<file path="src/core/dcd_regs.vh">
// Opcodes, status layout, reset values and soft-reset timing of the command decoder
`ifndef DCD_REGS_VH
`define DCD_REGS_VH
`define DCD_OP_NOP 8'h00
`define DCD_OP_SOFT_RESET 8'h01
`define DCD_OP_READ_IDENT 8'h04
`define DCD_OP_READ_POWER 8'h0a
`define DCD_OP_READ_MEMORY_ACCESS_CTRL_CMD 8'h0b
`define DCD_OP_READ_PIXFMT 8'h0c
`define DCD_OP_READ_IMAGE 8'h0d
`define DCD_OP_READ_SIGNAL 8'h0e
`define DCD_OP_SLEEP_ENTER 8'h10
`define DCD_OP_SLEEP_EXIT 8'h11
`define DCD_OP_PARTIAL_ON 8'h12
`define DCD_OP_NORMAL_ON 8'h13
`define DCD_OP_INV_OFF 8'h20
`define DCD_OP_INV_ON 8'h21
`define DCD_OP_ALL_LIT 8'h23
`define DCD_OP_ALL_DARK 8'h28
`define DCD_OP_ALL_CANCEL 8'h29
`define DCD_OP_COLUMN_WIN 8'h2a
`define DCD_OP_ROW_WIN 8'h2b
`define DCD_OP_MEM_WRITE 8'h2c
`define DCD_OP_MEM_READ 8'h2e
`define DCD_OP_PARTIAL_AREA 8'h30
`define DCD_OP_SCROLL_AREA 8'h33
`define DCD_OP_TEAR_OFF 8'h34
`define DCD_OP_TEAR_ON 8'h35
`define DCD_OP_MEM_ACCESS 8'h36
`define DCD_OP_SCROLL_START 8'h37
`define DCD_OP_PIXEL_FMT 8'h3a
`define DCD_OP_WRITE_LUM 8'h51
`define DCD_OP_READ_LUM 8'h52
`define DCD_OP_READ_IDENT2 8'hda
`define DCD_OP_OTP_WRITE 8'hb1
`define DCD_OP_OTP_READ 8'hb2
`define DCD_OP_FUNC_SELECT 8'hb3
`define DCD_OP_LINEAR_GAMMA 8'hb9
`define DCD_OP_CONTRAST 8'hba
`define DCD_OP_PRECHARGE_V 8'hbd
`define DCD_OP_GAMMA_TABLE 8'hbe
`define DCD_OP_CMD_LOCK 8'hfd
// Power status bit positions
`define DCD_PWR_PARTIAL 5
`define DCD_PWR_AWAKE 4
`define DCD_PWR_NORMAL 3
`define DCD_PWR_PIXELS 2
// Reset values
`define DCD_PWR_RESET 8'h08
`define DCD_IDENT_RESET 4'h0
`define DCD_MEMORY_ACCESS_CTRL_CMD_RESET 8'h00
`define DCD_PIXFMT_RESET 3'h6
`define DCD_TEAR_RESET 2'h0
// Timing: reset delay before decoding resumes
`define DCD_SWRST_NS 120
`define DCD_CLK_NS 40
`define DCD_SWRST_CYC ((`DCD_SWRST_NS + `DCD_CLK_NS - 1) / `DCD_CLK_NS)
`endif

</file>
<file path="src/core/dcd_param_len.v">
// Parameter byte count and supplementary flag for an opcode
`timescale 1ns/100ps
`include "dcd_regs.vh"
module dcd_param_len (
    input wire [7:0] opcode_i,
    output reg [6:0] count_o,
    output reg supp_o,
    output reg known_o
);
    // Lookup of parameter length
    always @* begin
        count_o = 7'h00;
        supp_o = 1'b0;
        known_o = 1'b1;
        case (opcode_i)
            `DCD_OP_NOP, `DCD_OP_SOFT_RESET, `DCD_OP_SLEEP_ENTER, `DCD_OP_SLEEP_EXIT,
            `DCD_OP_PARTIAL_ON, `DCD_OP_NORMAL_ON, `DCD_OP_INV_OFF, `DCD_OP_INV_ON,
            `DCD_OP_ALL_LIT, `DCD_OP_ALL_DARK, `DCD_OP_ALL_CANCEL,
            `DCD_OP_TEAR_OFF: count_o = 7'h00;
            `DCD_OP_READ_IDENT, `DCD_OP_READ_POWER, `DCD_OP_READ_MEMORY_ACCESS_CTRL_CMD,
            `DCD_OP_READ_PIXFMT, `DCD_OP_READ_IMAGE, `DCD_OP_READ_SIGNAL,
            `DCD_OP_COLUMN_WIN, `DCD_OP_ROW_WIN, `DCD_OP_PARTIAL_AREA,
            `DCD_OP_MEM_ACCESS, `DCD_OP_READ_LUM, `DCD_OP_READ_IDENT2: count_o = 7'h02;
            `DCD_OP_SCROLL_AREA: count_o = 7'h03;
            `DCD_OP_TEAR_ON, `DCD_OP_SCROLL_START, `DCD_OP_PIXEL_FMT,
            `DCD_OP_WRITE_LUM: count_o = 7'h01;
            `DCD_OP_MEM_WRITE, `DCD_OP_MEM_READ: count_o = 7'h7f;
            `DCD_OP_OTP_WRITE, `DCD_OP_OTP_READ: begin
                count_o = 7'h03;
                supp_o = 1'b1;
            end
            `DCD_OP_FUNC_SELECT, `DCD_OP_PRECHARGE_V, 8'hc8, 8'hc9, 8'hca, 8'hcd, 8'hce,
            8'hcf, 8'hd2, 8'hd3, 8'hd7: begin
                count_o = 7'h01;
                supp_o = 1'b1;
            end
            `DCD_OP_CMD_LOCK: count_o = 7'h01;
            `DCD_OP_LINEAR_GAMMA: supp_o = 1'b1;
            `DCD_OP_CONTRAST: begin
                count_o = 7'h05;
                supp_o = 1'b1;
            end
            `DCD_OP_GAMMA_TABLE: begin
                count_o = 7'h60;
                supp_o = 1'b1;
            end
            default: known_o = 1'b0;
        endcase
    end
endmodule

</file>
<file path="src/core/dcd_sync.v">
// Two-stage synchroniser for one pin
`timescale 1ns/100ps
module dcd_sync #(
    parameter [0:0] RESET_VAL = 1'b0
) (
    input wire clk_i,
    input wire reset_i,
    input wire d_i,
    output reg q_o
);
    reg meta_r;

    // Double flop, meta stage read only by the second
    // Reset to the pin's idle level so no false edge follows reset
    always @(posedge clk_i) begin
        if (reset_i) begin
            meta_r <= RESET_VAL;
            q_o <= RESET_VAL;
        end else begin
            meta_r <= d_i;
            q_o <= meta_r;
        end
    end
endmodule

</file>
<file path="src/core/dcd_top.v">
// Command decoder of the display controller host port
// Operation
// - Opcode 00 changes nothing but ends memory write or read bursts.
// - Nop, soft reset, ident and power reads accepted in every mode.
// - Opcode 01 has no parameters and restores soft-reset defaults.
// - Soft reset switches the display output off.
// - Soft reset spares pixel-format read, memory access control, pixel format.
// - Of supplementary commands only one-time write state is restored.
// - Soft reset keeps memory and other supplementary settings.
// - Opcode 04 returns dummy, then ident nibble in bits 3..0.
// - Ident comes from one-time memory programming, zero before it.
// - Opcode 0a returns dummy, then power byte; bits 7,6,1,0 zero; resets 08h.
// - Power bit 5 set while partial mode active.
// - Power bit 4 zero asleep, one after sleep exit.
// - Power bit 3 set only without partial mode or scrolling.
// - Power bit 2 zero while all-dark in force, one after cancel.
// - Sleep, partial, normal, inversion, all-pixels, tear-off carry no parameters.
// - Column and row window commands take two parameters.
// - Scroll area takes three parameters, scroll start one.
// - Pixel format and tear-on commands take one parameter.
// - Gamma table collects 96 parameters; linear gamma none.
// - Colour contrast takes five parameters.
// - One-time write and read take three parameters each.
// - Status reads return a dummy byte first, status second.
`timescale 1ns/100ps
`include "dcd_regs.vh"
module dcd_top (
    input wire clk_i,
    input wire reset_i,
    input wire dc_sel_i,
    input wire wr_n_i,
    input wire rd_n_i,
    input wire [7:0] data_i,
    output reg [7:0] data_o,
    output reg data_oe_o,
    output reg display_on_o,
    output reg sleep_o,
    output reg partial_o,
    output reg scroll_o,
    output reg inverted_o,
    output reg all_lit_o,
    output reg all_dark_o,
    output reg mem_write_o,
    output reg mem_read_o,
    output reg param_valid_o,
    output reg [7:0] param_o,
    output reg [7:0] param_cmd_o,
    output reg [7:0] memory_access_ctrl_cmd_o,
    output reg [2:0] pixel_fmt_o,
    output reg [1:0] tear_o,
    output reg supp_unlocked_o,
    output reg [3:0] ident_nibble_o
);
    localparam ST_IDLE = 2'd0;
    localparam ST_PARAM = 2'd1;
    localparam ST_BURST = 2'd2;
    localparam ST_RESET = 2'd3;

    wire dc_s;
    wire wr_n_s;
    wire rd_n_s;
    wire [7:0] data_s;
    reg wr_n_d_r;
    reg rd_n_d_r;
    reg [1:0] state_r;
    reg [7:0] cmd_r;
    reg [6:0] left_r;
    reg [6:0] idx_r;
    reg [1:0] read_idx_r;
    reg [1:0] rst_cnt_r;
    reg lock_seen_r;
    reg otp_armed_r;
    reg [7:0] otp_par_r;

    // Pin synchronisers
    dcd_sync u_sync_dc (.clk_i(clk_i), .reset_i(reset_i), .d_i(dc_sel_i), .q_o(dc_s));
    // Strobes idle high, so their stages reset high
    dcd_sync #(.RESET_VAL(1'b1)) u_sync_wr (.clk_i(clk_i), .reset_i(reset_i), .d_i(wr_n_i),
        .q_o(wr_n_s));
    dcd_sync #(.RESET_VAL(1'b1)) u_sync_rd (.clk_i(clk_i), .reset_i(reset_i), .d_i(rd_n_i),
        .q_o(rd_n_s));
    genvar g;
    generate
        for (g = 0; g < 8; g = g + 1) begin : g_data
            dcd_sync u_sync_d (.clk_i(clk_i), .reset_i(reset_i), .d_i(data_i[g]),
                .q_o(data_s[g]));
        end
    endgenerate

    // Strobe edge detection on synchronised levels
    // write rising edge
    wire wr_rise = ~wr_n_d_r & wr_n_s;
    wire rd_fall = rd_n_d_r & ~rd_n_s;
    wire rd_rise = ~rd_n_d_r & rd_n_s;
    wire cmd_write = wr_rise & ~dc_s;
    wire par_write = wr_rise & dc_s;

    wire [6:0] len_w;
    wire supp_w;
    wire known_w;
    dcd_param_len u_len (.opcode_i(data_s), .count_o(len_w), .supp_o(supp_w),
        .known_o(known_w));

    // Supplementary opcodes need the unlock pair first
    // unlock gate
    // Function select right after lock is itself accepted, with its parameter
    wire accept_w = known_w & (~supp_w | supp_unlocked_o |
        (lock_seen_r & (data_s == `DCD_OP_FUNC_SELECT)));
    // Holdoff count cut to the counter width on purpose
    wire [31:0] swrst_cyc_w = `DCD_SWRST_CYC;

    // Power status byte assembled from live state
    // fixed zero bits
    wire [7:0] power_w;
    assign power_w[`DCD_PWR_PARTIAL] = partial_o;
    assign power_w[`DCD_PWR_AWAKE] = ~sleep_o;
    assign power_w[`DCD_PWR_NORMAL] = ~partial_o & ~scroll_o;
    // pixels-on bit
    // Clear from reset until the cancel opcode, clear again while all-dark
    assign power_w[`DCD_PWR_PIXELS] = display_on_o & ~all_dark_o;
    assign power_w[7:6] = 2'b00;
    assign power_w[1:0] = 2'b00;

    // Second read byte per status command
    reg [7:0] status_w;
    always @* begin
        case (cmd_r)
            `DCD_OP_READ_IDENT, `DCD_OP_READ_IDENT2: status_w = {4'h0, ident_nibble_o};
            `DCD_OP_READ_POWER: status_w = power_w;
            `DCD_OP_READ_MEMORY_ACCESS_CTRL_CMD: status_w = memory_access_ctrl_cmd_o & 8'he8;
            `DCD_OP_READ_PIXFMT: status_w = {5'h00, pixel_fmt_o};
            `DCD_OP_READ_IMAGE: status_w = {scroll_o, 1'b0, inverted_o, all_lit_o, 4'h0};
            `DCD_OP_READ_SIGNAL: status_w = {tear_o, 6'h00};
            default: status_w = 8'h00;
        endcase
    end

    // Read data path: dummy byte then status
    always @(posedge clk_i) begin
        if (reset_i) begin
            data_o <= 8'h00;
            data_oe_o <= 1'b0;
            read_idx_r <= 2'd0;
        end else begin
            if (cmd_write) begin
                read_idx_r <= 2'd0;
            end else if (rd_fall & dc_s) begin
                data_oe_o <= 1'b1;
                data_o <= (read_idx_r == 2'd1) ? status_w : 8'h00;
            end else if (rd_rise) begin
                data_oe_o <= 1'b0;
                if (read_idx_r != 2'd3) begin
                    read_idx_r <= read_idx_r + 2'd1;
                end
            end
        end
    end

    // Command sequencing and settings
    always @(posedge clk_i) begin
        if (reset_i) begin
            wr_n_d_r <= 1'b1;
            rd_n_d_r <= 1'b1;
            state_r <= ST_IDLE;
            cmd_r <= 8'h00;
            left_r <= 7'h00;
            idx_r <= 7'h00;
            rst_cnt_r <= 2'd0;
            display_on_o <= 1'b0;
            sleep_o <= 1'b1;
            partial_o <= 1'b0;
            scroll_o <= 1'b0;
            inverted_o <= 1'b0;
            all_lit_o <= 1'b0;
            all_dark_o <= 1'b0;
            mem_write_o <= 1'b0;
            mem_read_o <= 1'b0;
            param_valid_o <= 1'b0;
            param_o <= 8'h00;
            param_cmd_o <= 8'h00;
            memory_access_ctrl_cmd_o <= `DCD_MEMORY_ACCESS_CTRL_CMD_RESET;
            pixel_fmt_o <= `DCD_PIXFMT_RESET;
            tear_o <= `DCD_TEAR_RESET;
            supp_unlocked_o <= 1'b0;
            lock_seen_r <= 1'b0;
            otp_armed_r <= 1'b0;
            otp_par_r <= 8'h00;
            ident_nibble_o <= `DCD_IDENT_RESET;
        end else begin
            wr_n_d_r <= wr_n_s;
            rd_n_d_r <= rd_n_s;
            param_valid_o <= 1'b0;
            if (state_r == ST_RESET) begin
                // Hold off decoding briefly after soft reset
                if (rst_cnt_r == 2'd0) begin
                    state_r <= ST_IDLE;
                end else begin
                    rst_cnt_r <= rst_cnt_r - 2'd1;
                end
            end else if (cmd_write) begin
                mem_write_o <= 1'b0;
                mem_read_o <= 1'b0;
                cmd_r <= data_s;
                idx_r <= 7'h00;
                left_r <= accept_w ? len_w : 7'h00;
                state_r <= (accept_w && len_w != 7'h00) ? ST_PARAM : ST_IDLE;
                // Lock followed directly by function select
                lock_seen_r <= (data_s == `DCD_OP_CMD_LOCK);
                if (lock_seen_r && data_s == `DCD_OP_FUNC_SELECT) begin
                    supp_unlocked_o <= 1'b1;
                end
                if (accept_w) begin
                    case (data_s)
                        `DCD_OP_SOFT_RESET: begin
                            state_r <= ST_RESET;
                            rst_cnt_r <= swrst_cyc_w[1:0];
                            display_on_o <= 1'b0;
                            sleep_o <= 1'b1;
                            partial_o <= 1'b0;
                            scroll_o <= 1'b0;
                            inverted_o <= 1'b0;
                            all_lit_o <= 1'b0;
                            all_dark_o <= 1'b0;
                            tear_o <= `DCD_TEAR_RESET;
                            otp_armed_r <= 1'b0;
                            otp_par_r <= 8'h00;
                        end
                        `DCD_OP_SLEEP_ENTER: sleep_o <= 1'b1;
                        `DCD_OP_SLEEP_EXIT: sleep_o <= 1'b0;
                        `DCD_OP_PARTIAL_ON: partial_o <= 1'b1;
                        `DCD_OP_NORMAL_ON: begin
                            partial_o <= 1'b0;
                            scroll_o <= 1'b0;
                        end
                        `DCD_OP_INV_OFF: inverted_o <= 1'b0;
                        `DCD_OP_INV_ON: inverted_o <= 1'b1;
                        `DCD_OP_ALL_LIT: begin
                            all_lit_o <= 1'b1;
                            all_dark_o <= 1'b0;
                        end
                        `DCD_OP_ALL_DARK: begin
                            all_dark_o <= 1'b1;
                            all_lit_o <= 1'b0;
                        end
                        `DCD_OP_ALL_CANCEL: begin
                            all_dark_o <= 1'b0;
                            all_lit_o <= 1'b0;
                            display_on_o <= 1'b1;
                        end
                        `DCD_OP_TEAR_OFF: tear_o <= 2'b00;
                        `DCD_OP_MEM_WRITE: begin
                            mem_write_o <= 1'b1;
                            state_r <= ST_BURST;
                        end
                        `DCD_OP_MEM_READ: begin
                            mem_read_o <= 1'b1;
                            state_r <= ST_BURST;
                        end
                        default: ;
                    endcase
                end
            end else if (par_write && state_r != ST_IDLE) begin
                param_valid_o <= 1'b1;
                param_o <= data_s;
                param_cmd_o <= cmd_r;
                idx_r <= idx_r + 7'h01;
                if (state_r == ST_PARAM) begin
                    left_r <= left_r - 7'h01;
                    if (left_r == 7'h01) begin
                        state_r <= ST_IDLE;
                    end
                end
                case (cmd_r)
                    `DCD_OP_TEAR_ON: tear_o <= {1'b1, data_s[0]};
                    `DCD_OP_PIXEL_FMT: pixel_fmt_o <= data_s[2:0];
                    `DCD_OP_MEM_ACCESS: begin
                        if (idx_r == 7'h00) begin
                            memory_access_ctrl_cmd_o <= data_s;
                        end
                    end
                    `DCD_OP_SCROLL_START: scroll_o <= 1'b1;
                    `DCD_OP_CMD_LOCK: supp_unlocked_o <= 1'b0;
                    `DCD_OP_OTP_WRITE: begin
                        if (idx_r == 7'h00) begin
                            otp_par_r <= data_s;
                        end else if (idx_r == 7'h02) begin
                            otp_armed_r <= 1'b1;
                            ident_nibble_o <= otp_par_r[3:0];
                        end
                    end
                    default: ;
                endcase
            end
        end
    end
endmodule

</file>
<file path="config.mk">
export PLATFORM = sky130hd
export DESIGN_NAME = dcd_top
export DESIGN_NICKNAME = d
export VERILOG_FILES = /design/src/core/dcd_param_len.v /design/src/core/dcd_sync.v /design/src/core/dcd_top.v
export VERILOG_INCLUDE_DIRS = /design/src /design/src/core
export SDC_FILE = /design/constraint.sdc
export NUM_CORES = 1
export LEC_CHECK = 0
export BUFFER_PORTS_ARGS = -buffer_cell sky130_fd_sc_hd__buf_2
export CORE_ASPECT_RATIO = 0.9
export CORE_MARGIN = 2
export CORE_UTILIZATION = 32
export CTS_CLUSTER_SIZE = 28
export DETAILED_ROUTE_END_ITERATION = 8
export PLACE_DENSITY = 0.55
export SLEW_MARGIN = 40
export SYNTH_ARGS = -nofsm -noshare
export SYNTH_HDL_FRONTEND = slang
export SYNTH_SLANG_ARGS = --single-unit
</file>
<file path="constraint.sdc">
create_clock -name clk_i -period 2.45 [get_ports clk_i]
set_input_delay 0 -clock clk_i [delete_from_list [all_inputs] [get_ports clk_i]]
set_output_delay 0 -clock clk_i [all_outputs]
set_load 0.01 [all_outputs]
</file>
# [Word level (Yosys, flattened, before mapping)]
# Cells that the tools add are included.
[classes] eq_ne=73 n_bitwise=25 n_mux=58 addsub=4 n_reduce_logical=65
[ops] operator="8-bit equality test, second input constant" n=21
[ops] operator="8-bit by 6-bit equality test with 1-bit output, second input constant" n=20
[ops] operator="8-bit by 4-bit equality test with 1-bit output, second input constant" n=10
[ops] operator="8-bit case mux with 6 select lines" n=1
[ops] operator="48-bit OR reduction" n=1
[ops] operator="7-bit two-way mux" n=6
[ops] operator="7-bit case mux with 6 select lines" n=1
[ops] operator="4-bit AND reduction" n=10
[ops] operator="2-bit nonzero test" n=18
[ops] operator="2-bit two-way mux" n=17
[ops] operator="8-bit by 5-bit equality test with 1-bit output, second input constant" n=4
[ops] operator="16-bit OR reduction" n=2
[ops] operator="4-bit two-way mux" n=6
[ops] operator="1-bit two-way mux" n=19
[ops] operator="8-bit by 3-bit equality test with 1-bit output, second input constant" n=2
[ops] operator="8-bit by 7-bit equality test with 1-bit output, second input constant" n=2
[ops] operator="5-bit AND reduction" n=3
[ops] operator="2-bit OR reduction" n=7
[ops] operator="1-bit NOT" n=13
[ops] operator="1-bit case mux with 2 select lines" n=6
[ops] operator="6-bit AND reduction" n=2
[ops] operator="12-bit OR reduction" n=1
[ops] operator="3-bit OR reduction" n=4
[ops] operator="1-bit bitwise AND" n=10
[ops] operator="other kinds (22)" n=39
[word_totals] elab_cells=276 out_inout_bits=53 reg_bits=110

# [Depth between registers and ports, before layout]
# Gate-level depths: netlist of the first run.
[depth] word_depth=13 ltp_mapped=9

# [Modules after synthesis]
# Synthesis of the first run repeated with hierarchy kept, for this count alone.
[unflattened] cells_unflattened=647 hier_area_um2=5452.7
[by_module_without_submodules] module="dcd_top" area_each_um2=4267.8 instances=1 cells_each=520 seq_area_each_um2=1761.7
[by_module_without_submodules] module="dcd_param_len" area_each_um2=606.8 instances=1 cells_each=83 seq_area_each_um2=0.0
[by_module_without_submodules] module="dcd_sync" area_each_um2=52.6 instances=11 cells_each=4 seq_area_each_um2=40.0

# [Worst setup path before layout of the first run]
# No wires, ideal clock.
[synth_timing] kind="register -> register" start="reg g_data[1].u_sync_d.q_o" end="reg rst_cnt_r[0]" stages_incl_launch_ff=9 period_less_slack_ns=2.224 setup_slack_ns=0.226 t_required_ns=2.316 n_path_buf=2 arrival_ns=2.090 path_cell_list="dfxtp_1 -> buf_2 -> buf_2 -> o211a_1 -> o2111a_1 -> or3_1 -> o41a_1 -> a311oi_1 -> a211oi_1"
[synth_via] elab_chain_len=9
[synth_rtl] item="start, declared" line="dcd_sync.v:9" rtl="output reg q_o"
[synth_rtl] item="start signal, assigned" line="dcd_sync.v:21" rtl="q_o <= meta_r;"
[synth_rtl] item="8-bit equality test" line="dcd_param_len.v:15" rtl="case (opcode_i)"
[synth_rtl] item="16-bit OR reduction (no source line)"
[synth_rtl] item="1-bit two-way mux" line="dcd_param_len.v:15"
[synth_rtl] item="1-bit NOT" line="dcd_top.v:107" rtl="wire accept_w = known_w & (~supp_w | supp_unlocked_o |"
[synth_rtl] item="1-bit bitwise OR (2 in series)" line="dcd_top.v:107"
[synth_rtl] item="1-bit bitwise AND" line="dcd_top.v:107"
[synth_rtl] item="2-bit nonzero test (no source line)"
[synth_rtl] item="4-bit AND reduction (no source line) *"
[synth_rtl] item="end signal, assigned" line="dcd_top.v:198" rtl="rst_cnt_r <= rst_cnt_r - 2'd1;"
[synth_rtl] item="end signal, assigned" line="dcd_top.v:216" rtl="rst_cnt_r <= swrst_cyc_w[1:0];"
[synth_rtl] item="end, declared" line="dcd_top.v:70" rtl="reg [1:0] rst_cnt_r;"
# Every way passes the cells marked *; elsewhere a longest branch is shown, timed or not.
# A chain may end at the register's enable or synchronous reset.

# [Worst setup path after layout of the first run]
[layout_timing] start="reg g_data[1].u_sync_d.q_o" end="reg rst_cnt_r[1]"
# The elaborated chain is that of the path after synthesis.

==> results by group, run 1 <==
Critical path
  – Crit Path Class: flip-flop to flip-flop
  – Crit path launch type: flip-flop
  – FF-to-FF setup slack: 0.06 ns
  – Reg-to-reg startpoint: g_data[1].u_sync_d.q_o
  – Worst EP arrival: 2.62 ns
  – Worst R2R Path Depth: 9
  – Worst Setup End Kind: flip-flop
  – Data required, critical path: about 2.7 ns
  – Crit path max fanout: 8
  – RR Endpoint: rst_cnt_r[1]

Logic synthesis
  – Largest family of logic cells by synthesized area: simple AND/OR/NAND/NOR gates
  – Adder-Cell Fraction of Synth Area: under 10%
  – YS warnings: 0
  – Simple-Gate Fraction of Synth Area: 28.9%
  – Top cells by count, synth: dfxtp_1 (110), nand2_1 (93), a21oi_1 (69), nor2_1 (58), nor2b_1 (30)
  – Syn Inst Count: between 600 and 700
  – Synthesized area per cell: 8.04 sq um
  – Synthesized Nets: 659
  – Top cell type's share of synthesized area: a little over two fifths
  – Synthesized area: 5130 sq um
  – Fraction of registers with async set/reset: 0%
  – Seq/Total Area, Yosys: between 40% and 50%
  – Post-synth EDFFs: 0
  – Xor and xnor area share after synthesis: less than 1%
  – Count leader, synth: dfxtp_1
  – Synth cell types: 61
  – Yosys reg bits: 110
  – Mux share of post-synthesis cell area: 3.12%
  – Post-synthesis compound-gate area fraction: 17.7%
  – Top cells by area, synth: dfxtp_1 (43%), nand2_1 (6.8%), a21oi_1 (6.7%)
  – Yosys top cell by area: dfxtp_1
  – Top FF cell, synth: dfxtp_1

Power and ir drop
  – PD cells: about 550 nW/um^2
  – Worst vdd ir: 396 uV
  – Leak pwr: 2.70 nW

Clock network
  – Maximum clock path buffer count: 2
  – Worst-Skew Late Latency: 0.36 ns
  – Root buf cell: clkbuf_16
  – CTS Buf Count: 9
  – Clk sinks: 110
  – CTS tree: built
  – H-tree lvl count: 3
  – Reg clk slew, reported paths: 0.08 ns

Placed design
  – Placer Congestion: approximately 0.85
  – Pre-CTS WS: -0.0941 ns
  – HPWL Detailed: 12.0 mm
  – Port Buffer Count: 65
  – DP Area: approximately 6100 sq um

Timing
  – Final Cycle Share: 97.5%
  – Final setup margin: 0.0624 ns
  – Final setup viols: 0
  – Worst slew margin: 65.3%
  – Final Hold Viols: 0
  – Post-route minimum period: 2.39 ns
  – RSZ-0062 raised after global routing: no
  – Fin. max-slew vios: 0
  – Slew @ Worst Pin: 0.520 ns
  – Clock skew: 0.00680 ns
  – F_max: 0.419 GHz

GRT
  – Total GRT Usage: 19.4%
  – GR Overflow Total: 0
  – Pin count of the biggest net entering global routing: 43
  – Initial antenna violation count: 0
  – First-pass GRT wire length: 25.2 mm
  – Vias in the first global route: 4810

Drt
  – Metal-1 WL: 7.48 mm
  – 1st-iter DRT viols: 342
  – Pre-antenna DRT Iters: 4
  – Vias: about 5000
  – WL met2: 7.05 mm
  – Mean number of vias per cell: 5.24
  – Top Metal Used: met4
  – Post-DRT Antenna Nets: 0
  – Drc violations: 0
  – Routed len/inst: 16.6 microns
  – Final wirelength: 16.0 mm
  – DR WL met3: 1.05 mm

Floorplanning
  – I/O Pins: 66
  – Initial core utilization: between 30 and 40%
  – Core ar.: about 16000 sq um
  – # rows: 43
  – Height of the die: 124 microns
  – Die X: about 140 microns
  – Area of the die: about 17000 sq um

Finish
  – # diodes: 0
  – Post-route cell area: 6590 sq um
  – Area grow syn2layout: 28.4%
  – Layout net count: approximately 780
  – Ratio of cells with drive above 1 in the final layout: 23.8%

Min path
  – Hold Crit Depth: 2
  – Hold path endpoint: memory_access_ctrl_cmd_o[0]
  – Hold Startpoint: reset_i
  – HP Class: input pin to flip-flop

Flow run
  – MaxCap Viol Count: 0

Run status
  – Outcome: finished clean
-- routing by layer --
metal / vias to the layer above / global-route usage (%)
met4: 0 / 7.02
met1: 2354 / 26.3
met3: 36 / 4.15
li1: 2477 / -
met2: 171 / 30.3
met5: - / 0
-- placed cells by master (no fill, tap or decap), drive strengths merged, types with 10 or more instances in the layout --
cell type | synthesis | routed
buf | 16 | 139
dfxtp | 110 | 110
nand2 | 93 | 93
a21oi | 69 | 69
nor2 | 58 | 58
nor2b | 30 | 30
o21ai | 23 | 23
nand3 | 18 | 18
inv | 14 | 17
mux2i | 16 | 16
nor3 | 16 | 16
dlygate4sd3 | 0 | 11
nand4 | 10 | 10
nand2b | 10 | 10
or2 | 10 | 10
-- critical path, cell delays in order (launching register included) --
cell and delay, ns:
dfxtp_4 0.37, buf_4 0.17, buf_4 0.16, nand2_1 0.06
nor3_1 0.04, o31a_1 0.34, or2_1 0.25, o41a_1 0.54
a311oi_1 0.26, a211oi_1 0.08
-- where the power goes --
group	leakage [nW]	switching [W]	internal, W
Sequential	0.895	0.0000221	0.00180
Combinational	1.66	0.000135	0.000112
Clock	0.147	0.000710	0.000808
Total	2.70	0.000867	0.00273
-- worst max path at each step --
stage                                       from      endpoint
after floorplan           g_data[1].u_sync_d.q_o  rst_cnt_r[0]
after global placement    g_data[5].u_sync_d.q_o  rst_cnt_r[1]
after detailed placement  g_data[0].u_sync_d.q_o  rst_cnt_r[0]
after CTS                 g_data[2].u_sync_d.q_o  rst_cnt_r[0]
after global routing      g_data[1].u_sync_d.q_o  rst_cnt_r[1]
final                     g_data[1].u_sync_d.q_o  rst_cnt_r[1]
-- repair_timing --
item	in CTS	in global routing
setup endpoints to repair	4	5
endpoints found under the hold margin	11	0
hold buffers	11	0
buffers inserted	0	2
resized for setup	2	21
pin swaps	1	5
-- stage by stage --
stage / hold WS (ns) / cells / util, % / TNS [ns] / total power, W
after floorplan: 0.104 / 638 / - / 0 / 0.00199
after global placement: 0.191 / 933 / 39.1 / -0.0663 / 0.00210
after detailed placement: 0.195 / 933 / 39.1 / -0.186 / 0.00210
after CTS: 0.00400 / 960 / 41.8 / 0 / 0.00362
after global routing: 0.0168 / 962 / 42.4 / 0 / 0.00371
final: 0.0112 / 962 / 42.4 / 0 / 0.00359
-- cell type report --
| type | count | area [sq um] |
|---|---|---|
| Clock inverter | 7 | 81.3 |
| Inverter | 14 | 52.6 |
| Multi-Input combinational cell | 470 | 2750 |
| Sequential cell | 110 | 2220 |
| Fill cell | 1555 | 8960 |
| Clock buffer | 9 | 225 |
| Tap cell | 202 | 253 |
| Timing Repair Buffer | 150 | 1010 |
-- cell families after synthesis --
kind of cell / Yosys count
buffers and inverters: 58
xor gates and xnor gates: 5
DFF: 110
and+or+nand+nor: 294
muxes: 16
adders and majority gates: 8
AOI/OAI and AO/OA: 147
-- flip-flops by register name, summed over array words and instances, names as in the netlist, 2 cells and up --
signal,cells
cmd_r,8
data_o,8
g_data.u_sync_d.meta_r,8
g_data.u_sync_d.q_o,8
ident_nibble_o,4
idx_r,7
left_r,7
memory_access_ctrl_cmd_o,8
otp_par_r,4
param_cmd_o,8
param_o,8
pixel_fmt_o,3
read_idx_r,2
rst_cnt_r,2
state_r,2
tear_o,2
Note: power is estimated with default switching activity, not from simulation.
==> run 2, diff against run 1 <==
Settings changed: ABC_AREA set to 1.
==> results by group, run 2 <==
Logic synthesis
  – Post-synth EDFFs: 0 (unchanged)
  – Seq/Total Area, Yosys: 42.2% (-0.68 points)
  – Top FF cell, synth: dfxtp_1
  – Largest family of logic cells by synthesized area: simple AND/OR/NAND/NOR gates
  – Mux share of post-synthesis cell area: 0% (-3.1 points)
  – Top cells by area, synth: dfxtp_1 (42%), nand2_1 (13%), a21oi_1 (7.9%)
  – Simple-Gate Fraction of Synth Area: 29.3% (+0.36 points)
  – Synthesized area per cell: 6.81 sq um (-15%)
  – Top cell type's share of synthesized area: 42.2% (-0.68 points)
  – YS warnings: 0 (unchanged)
  – Top cells by count, synth: nand2_1 (182), dfxtp_1 (110), nor2_1 (97), inv_1 (89), a21oi_1 (82)
  – Adder-Cell Fraction of Synth Area: 1.92% (-0.031 points)
  – Synthesized area: 5210 sq um (+1.6%)
  – Yosys reg bits: 110 (unchanged)
  – Post-synthesis compound-gate area fraction: 17.3% (-0.42 points)
  – Count leader, synth: nand2_1
  – Synth cell types: 42 (-31%)
  – Fraction of registers with async set/reset: 0% (unchanged)
  – Xor and xnor area share after synthesis: 0.336% (-0.52 points)
  – Yosys top cell by area: dfxtp_1
  – Syn Inst Count: 766 (+20%)
  – Synthesized Nets: 787 (+19%)

Floorplanning
  – Area of the die: 17300 sq um (+1.6%)
  – Core ar.: 16000 sq um (+3.0%)
  – I/O Pins: 66 (unchanged)
  – Height of the die: 125 microns (+0.78%)
  – Die X: 139 microns (+0.78%)
  – # rows: 44 (+2.3%)
  – Initial core utilization: 32.5% (-0.46 points)

Clock network
  – Clk sinks: 110 (unchanged)
  – Reg clk slew, reported paths: 0.08 ns (about the same)
  – H-tree lvl count: 3 (unchanged)
  – CTS Buf Count: 9 (unchanged)
  – Root buf cell: clkbuf_16
  – Worst-Skew Late Latency: 0.37 ns (about the same)
  – CTS tree: built
  – Maximum clock path buffer count: 2 (unchanged)

GRT
  – Met3 Usage GRT: 4.63% (+0.48 points)
  – Pin count of the biggest net entering global routing: 49 (+14%)
  – GRT Max-Usage Layer: met2
  – GR Overflow Total: 0 (unchanged)
  – First-pass GRT wire length: 23.7 mm (-6.1%)
  – Initial antenna violation count: 0 (unchanged)
  – Vias in the first global route: 4551 (-5.4%)
  – Total GRT Usage: 17.2% (-2.2 points)
  – Met1 usage: 23.9% (-2.3 points)
  – Global Route met2 Usage: 25.9% (-4.4 points)

Critical path
  – Slowest stage delay, CP: 0.38 ns (-0.16 ns)
  – Crit path max fanout: 31 (+23)
  – Worst Setup End Kind: flip-flop
  – CP Buf/Inv Count: 3 (+1)
  – Crit Path Class: flip-flop to flip-flop
  – Worst path slowest cell: nor2_2
  – Crit path launch type: flip-flop
  – CP Cell Sequence: nand2_1 > inv_1 > nor2_2 > buf_4 > inv_1 > nor2_1 > a32o_1
  – Worst EP arrival: 2.41 ns (-0.21 ns)
  – Crit path top cell by count: inv_1
  – Delay-heaviest family, CP: simple AND/OR/NAND/NOR gates
  – Data required, critical path: 2.76 ns (+0.08 ns)

Timing
  – Slew @ Worst Pin: 0.549 ns (+0.0282 ns)
  – F_max: 0.476 GHz (+14%)
  – Fin. max-slew vios: 0 (unchanged)
  – RSZ-0062 raised after global routing: no
  – Final Cycle Share: 85.7% (-12 points)
  – Worst slew margin: 63.2% (-2.0 points)
  – Clock skew: 0.0115 ns (+0.00474 ns)
  – Post-route minimum period: 2.10 ns (-0.287 ns)
  – Post-Route Setup TNS: 0 ns (unchanged)
  – Final Hold Viols: 0 (unchanged)
  – Final setup margin: 0.350 ns (+0.287 ns)
  – Final setup viols: 0 (unchanged)

Power and ir drop
  – Worst vdd ir: 275 uV (-31%)
  – Leak pwr: 2.88 nW (+6.7%)
  – PD cells: 568 nW/um^2 (+4.2%)

Drt
  – Vias: 5003 (-0.69%)
  – 1st-iter DRT viols: 311 (-9.1%)
  – Pre-antenna DRT Iters: 5 (+1)
  – Mean number of vias per cell: 4.75 (-9.4%)
  – Drc violations: 0 (unchanged)
  – Post-DRT Antenna Nets: 0 (unchanged)
  – Final wirelength: 14.5 mm (-9.3%)
  – Routed len/inst: 13.8 microns (-17%)

Placed design
  – Port Buffer Count: 65 (unchanged)
  – Placer Congestion: 0.907 (+6.5%)
  – HPWL Detailed: 10.8 mm (-10%)
  – Pre-CTS WS: 0.384 ns (+0.478 ns)
  – DP Area: 5800 sq um (-4.7%)

Finish
  – Commonest non-fill, non-tap cell in the layout: nand2_1
  – Layout net count: 863 (+11%)
  – # diodes: 0 (unchanged)
  – Post-route cell area: 6200 sq um (-5.8%)
  – Area grow syn2layout: 19.0%
  – Highest-count cells in the layout ignoring fill and taps: nand2_1 (182), dfxtp_1 (110), nor2_1 (95)
  – Ratio of cells with drive above 1 in the final layout: 15.1% (-8.7 points)

Flow run
  – MaxCap Viol Count: 0 (unchanged)

Run status
  – Outcome: finished clean

Min path
  – HP Class: input pin to flip-flop
[run 2: layout make-up]
cell class              instances  area (sq um)
inverters                      98           368
clock inverters                 7          66.3
multi-input cells             534          2550
repair buffers                 89           533
well taps                     207           259
clock buffers                   9           225
fillers                      1701          9820
flip-flops and latches        110          2200
[run 2: path summary, 6_finish.rpt]
| kind | start | endpoint | slack, ns | cells after the start |
|---|---|---|---|---|
| max | state_r[0] | scroll_o | 0.35 | 7 |
| max reg2reg | state_r[0] | scroll_o | 0.35 | 7 |
| min reg2reg | g_data[4].u_sync_d.meta_r | g_data[4].u_sync_d.q_o | 0.39 | 2 |
| min | reset_i | pixel_fmt_o[1] | 0.10 | 4 |
[run 2: timing repair]
| item | in CTS | in global routing |
|---|---|---|
| endpoints found under the hold margin | 11 | 0 |
| resized for setup | 0 | 0 |
| buffers inserted | 0 | 0 |
| hold buffers | 11 | 0 |
[run 2: worst min-delay path: stages]
cell and delay, ns:
buf_2 0.09, inv_1 0.03, buf_4 0.20, o211ai_1 0.11
[run 2: metal layers]
metal | vias to the layer above | routed length (microns) | share of wire [%]
met2 | 122 | 6260 | 43
li1 | 2618 | - | -
met5 | - | 0 | 0
met3 | 14 | 737 | 5.1
met1 | 2249 | 7280 | 50
met4 | 0 | 238 | 1.6
[run 2: through the flow]
| stage | cells | hold WS, ns | power, W | util, % |
|---|---|---|---|---|
| after floorplan | 766 | 0.104 | 0.00203 | - |
| after global placement | 1027 | 0.194 | 0.00209 | 36.2 |
| after detailed placement | 1027 | 0.199 | 0.00209 | 36.2 |
| after CTS | 1054 | 0.0917 | 0.00357 | 38.7 |
| after global routing | 1054 | 0.129 | 0.00366 | 38.7 |
| final | 1054 | 0.104 | 0.00352 | 38.7 |
[run 2: cells by family (layout without fill, tap and decap cells)]
group           Yosys count  count (layout)
xor+xnor                  2               2
flops                   110             110
fa+ha+maj                 8               8
simple gates            359             359
buf+inv                 122             203
compound gates          165             165
[run 2: power breakdown]
group          total, W  internal, W  switching [W]
clock network   0.00146     0.000718       0.000742
registers       0.00184      0.00181      0.0000247
logic          0.000226    0.0000783       0.000147
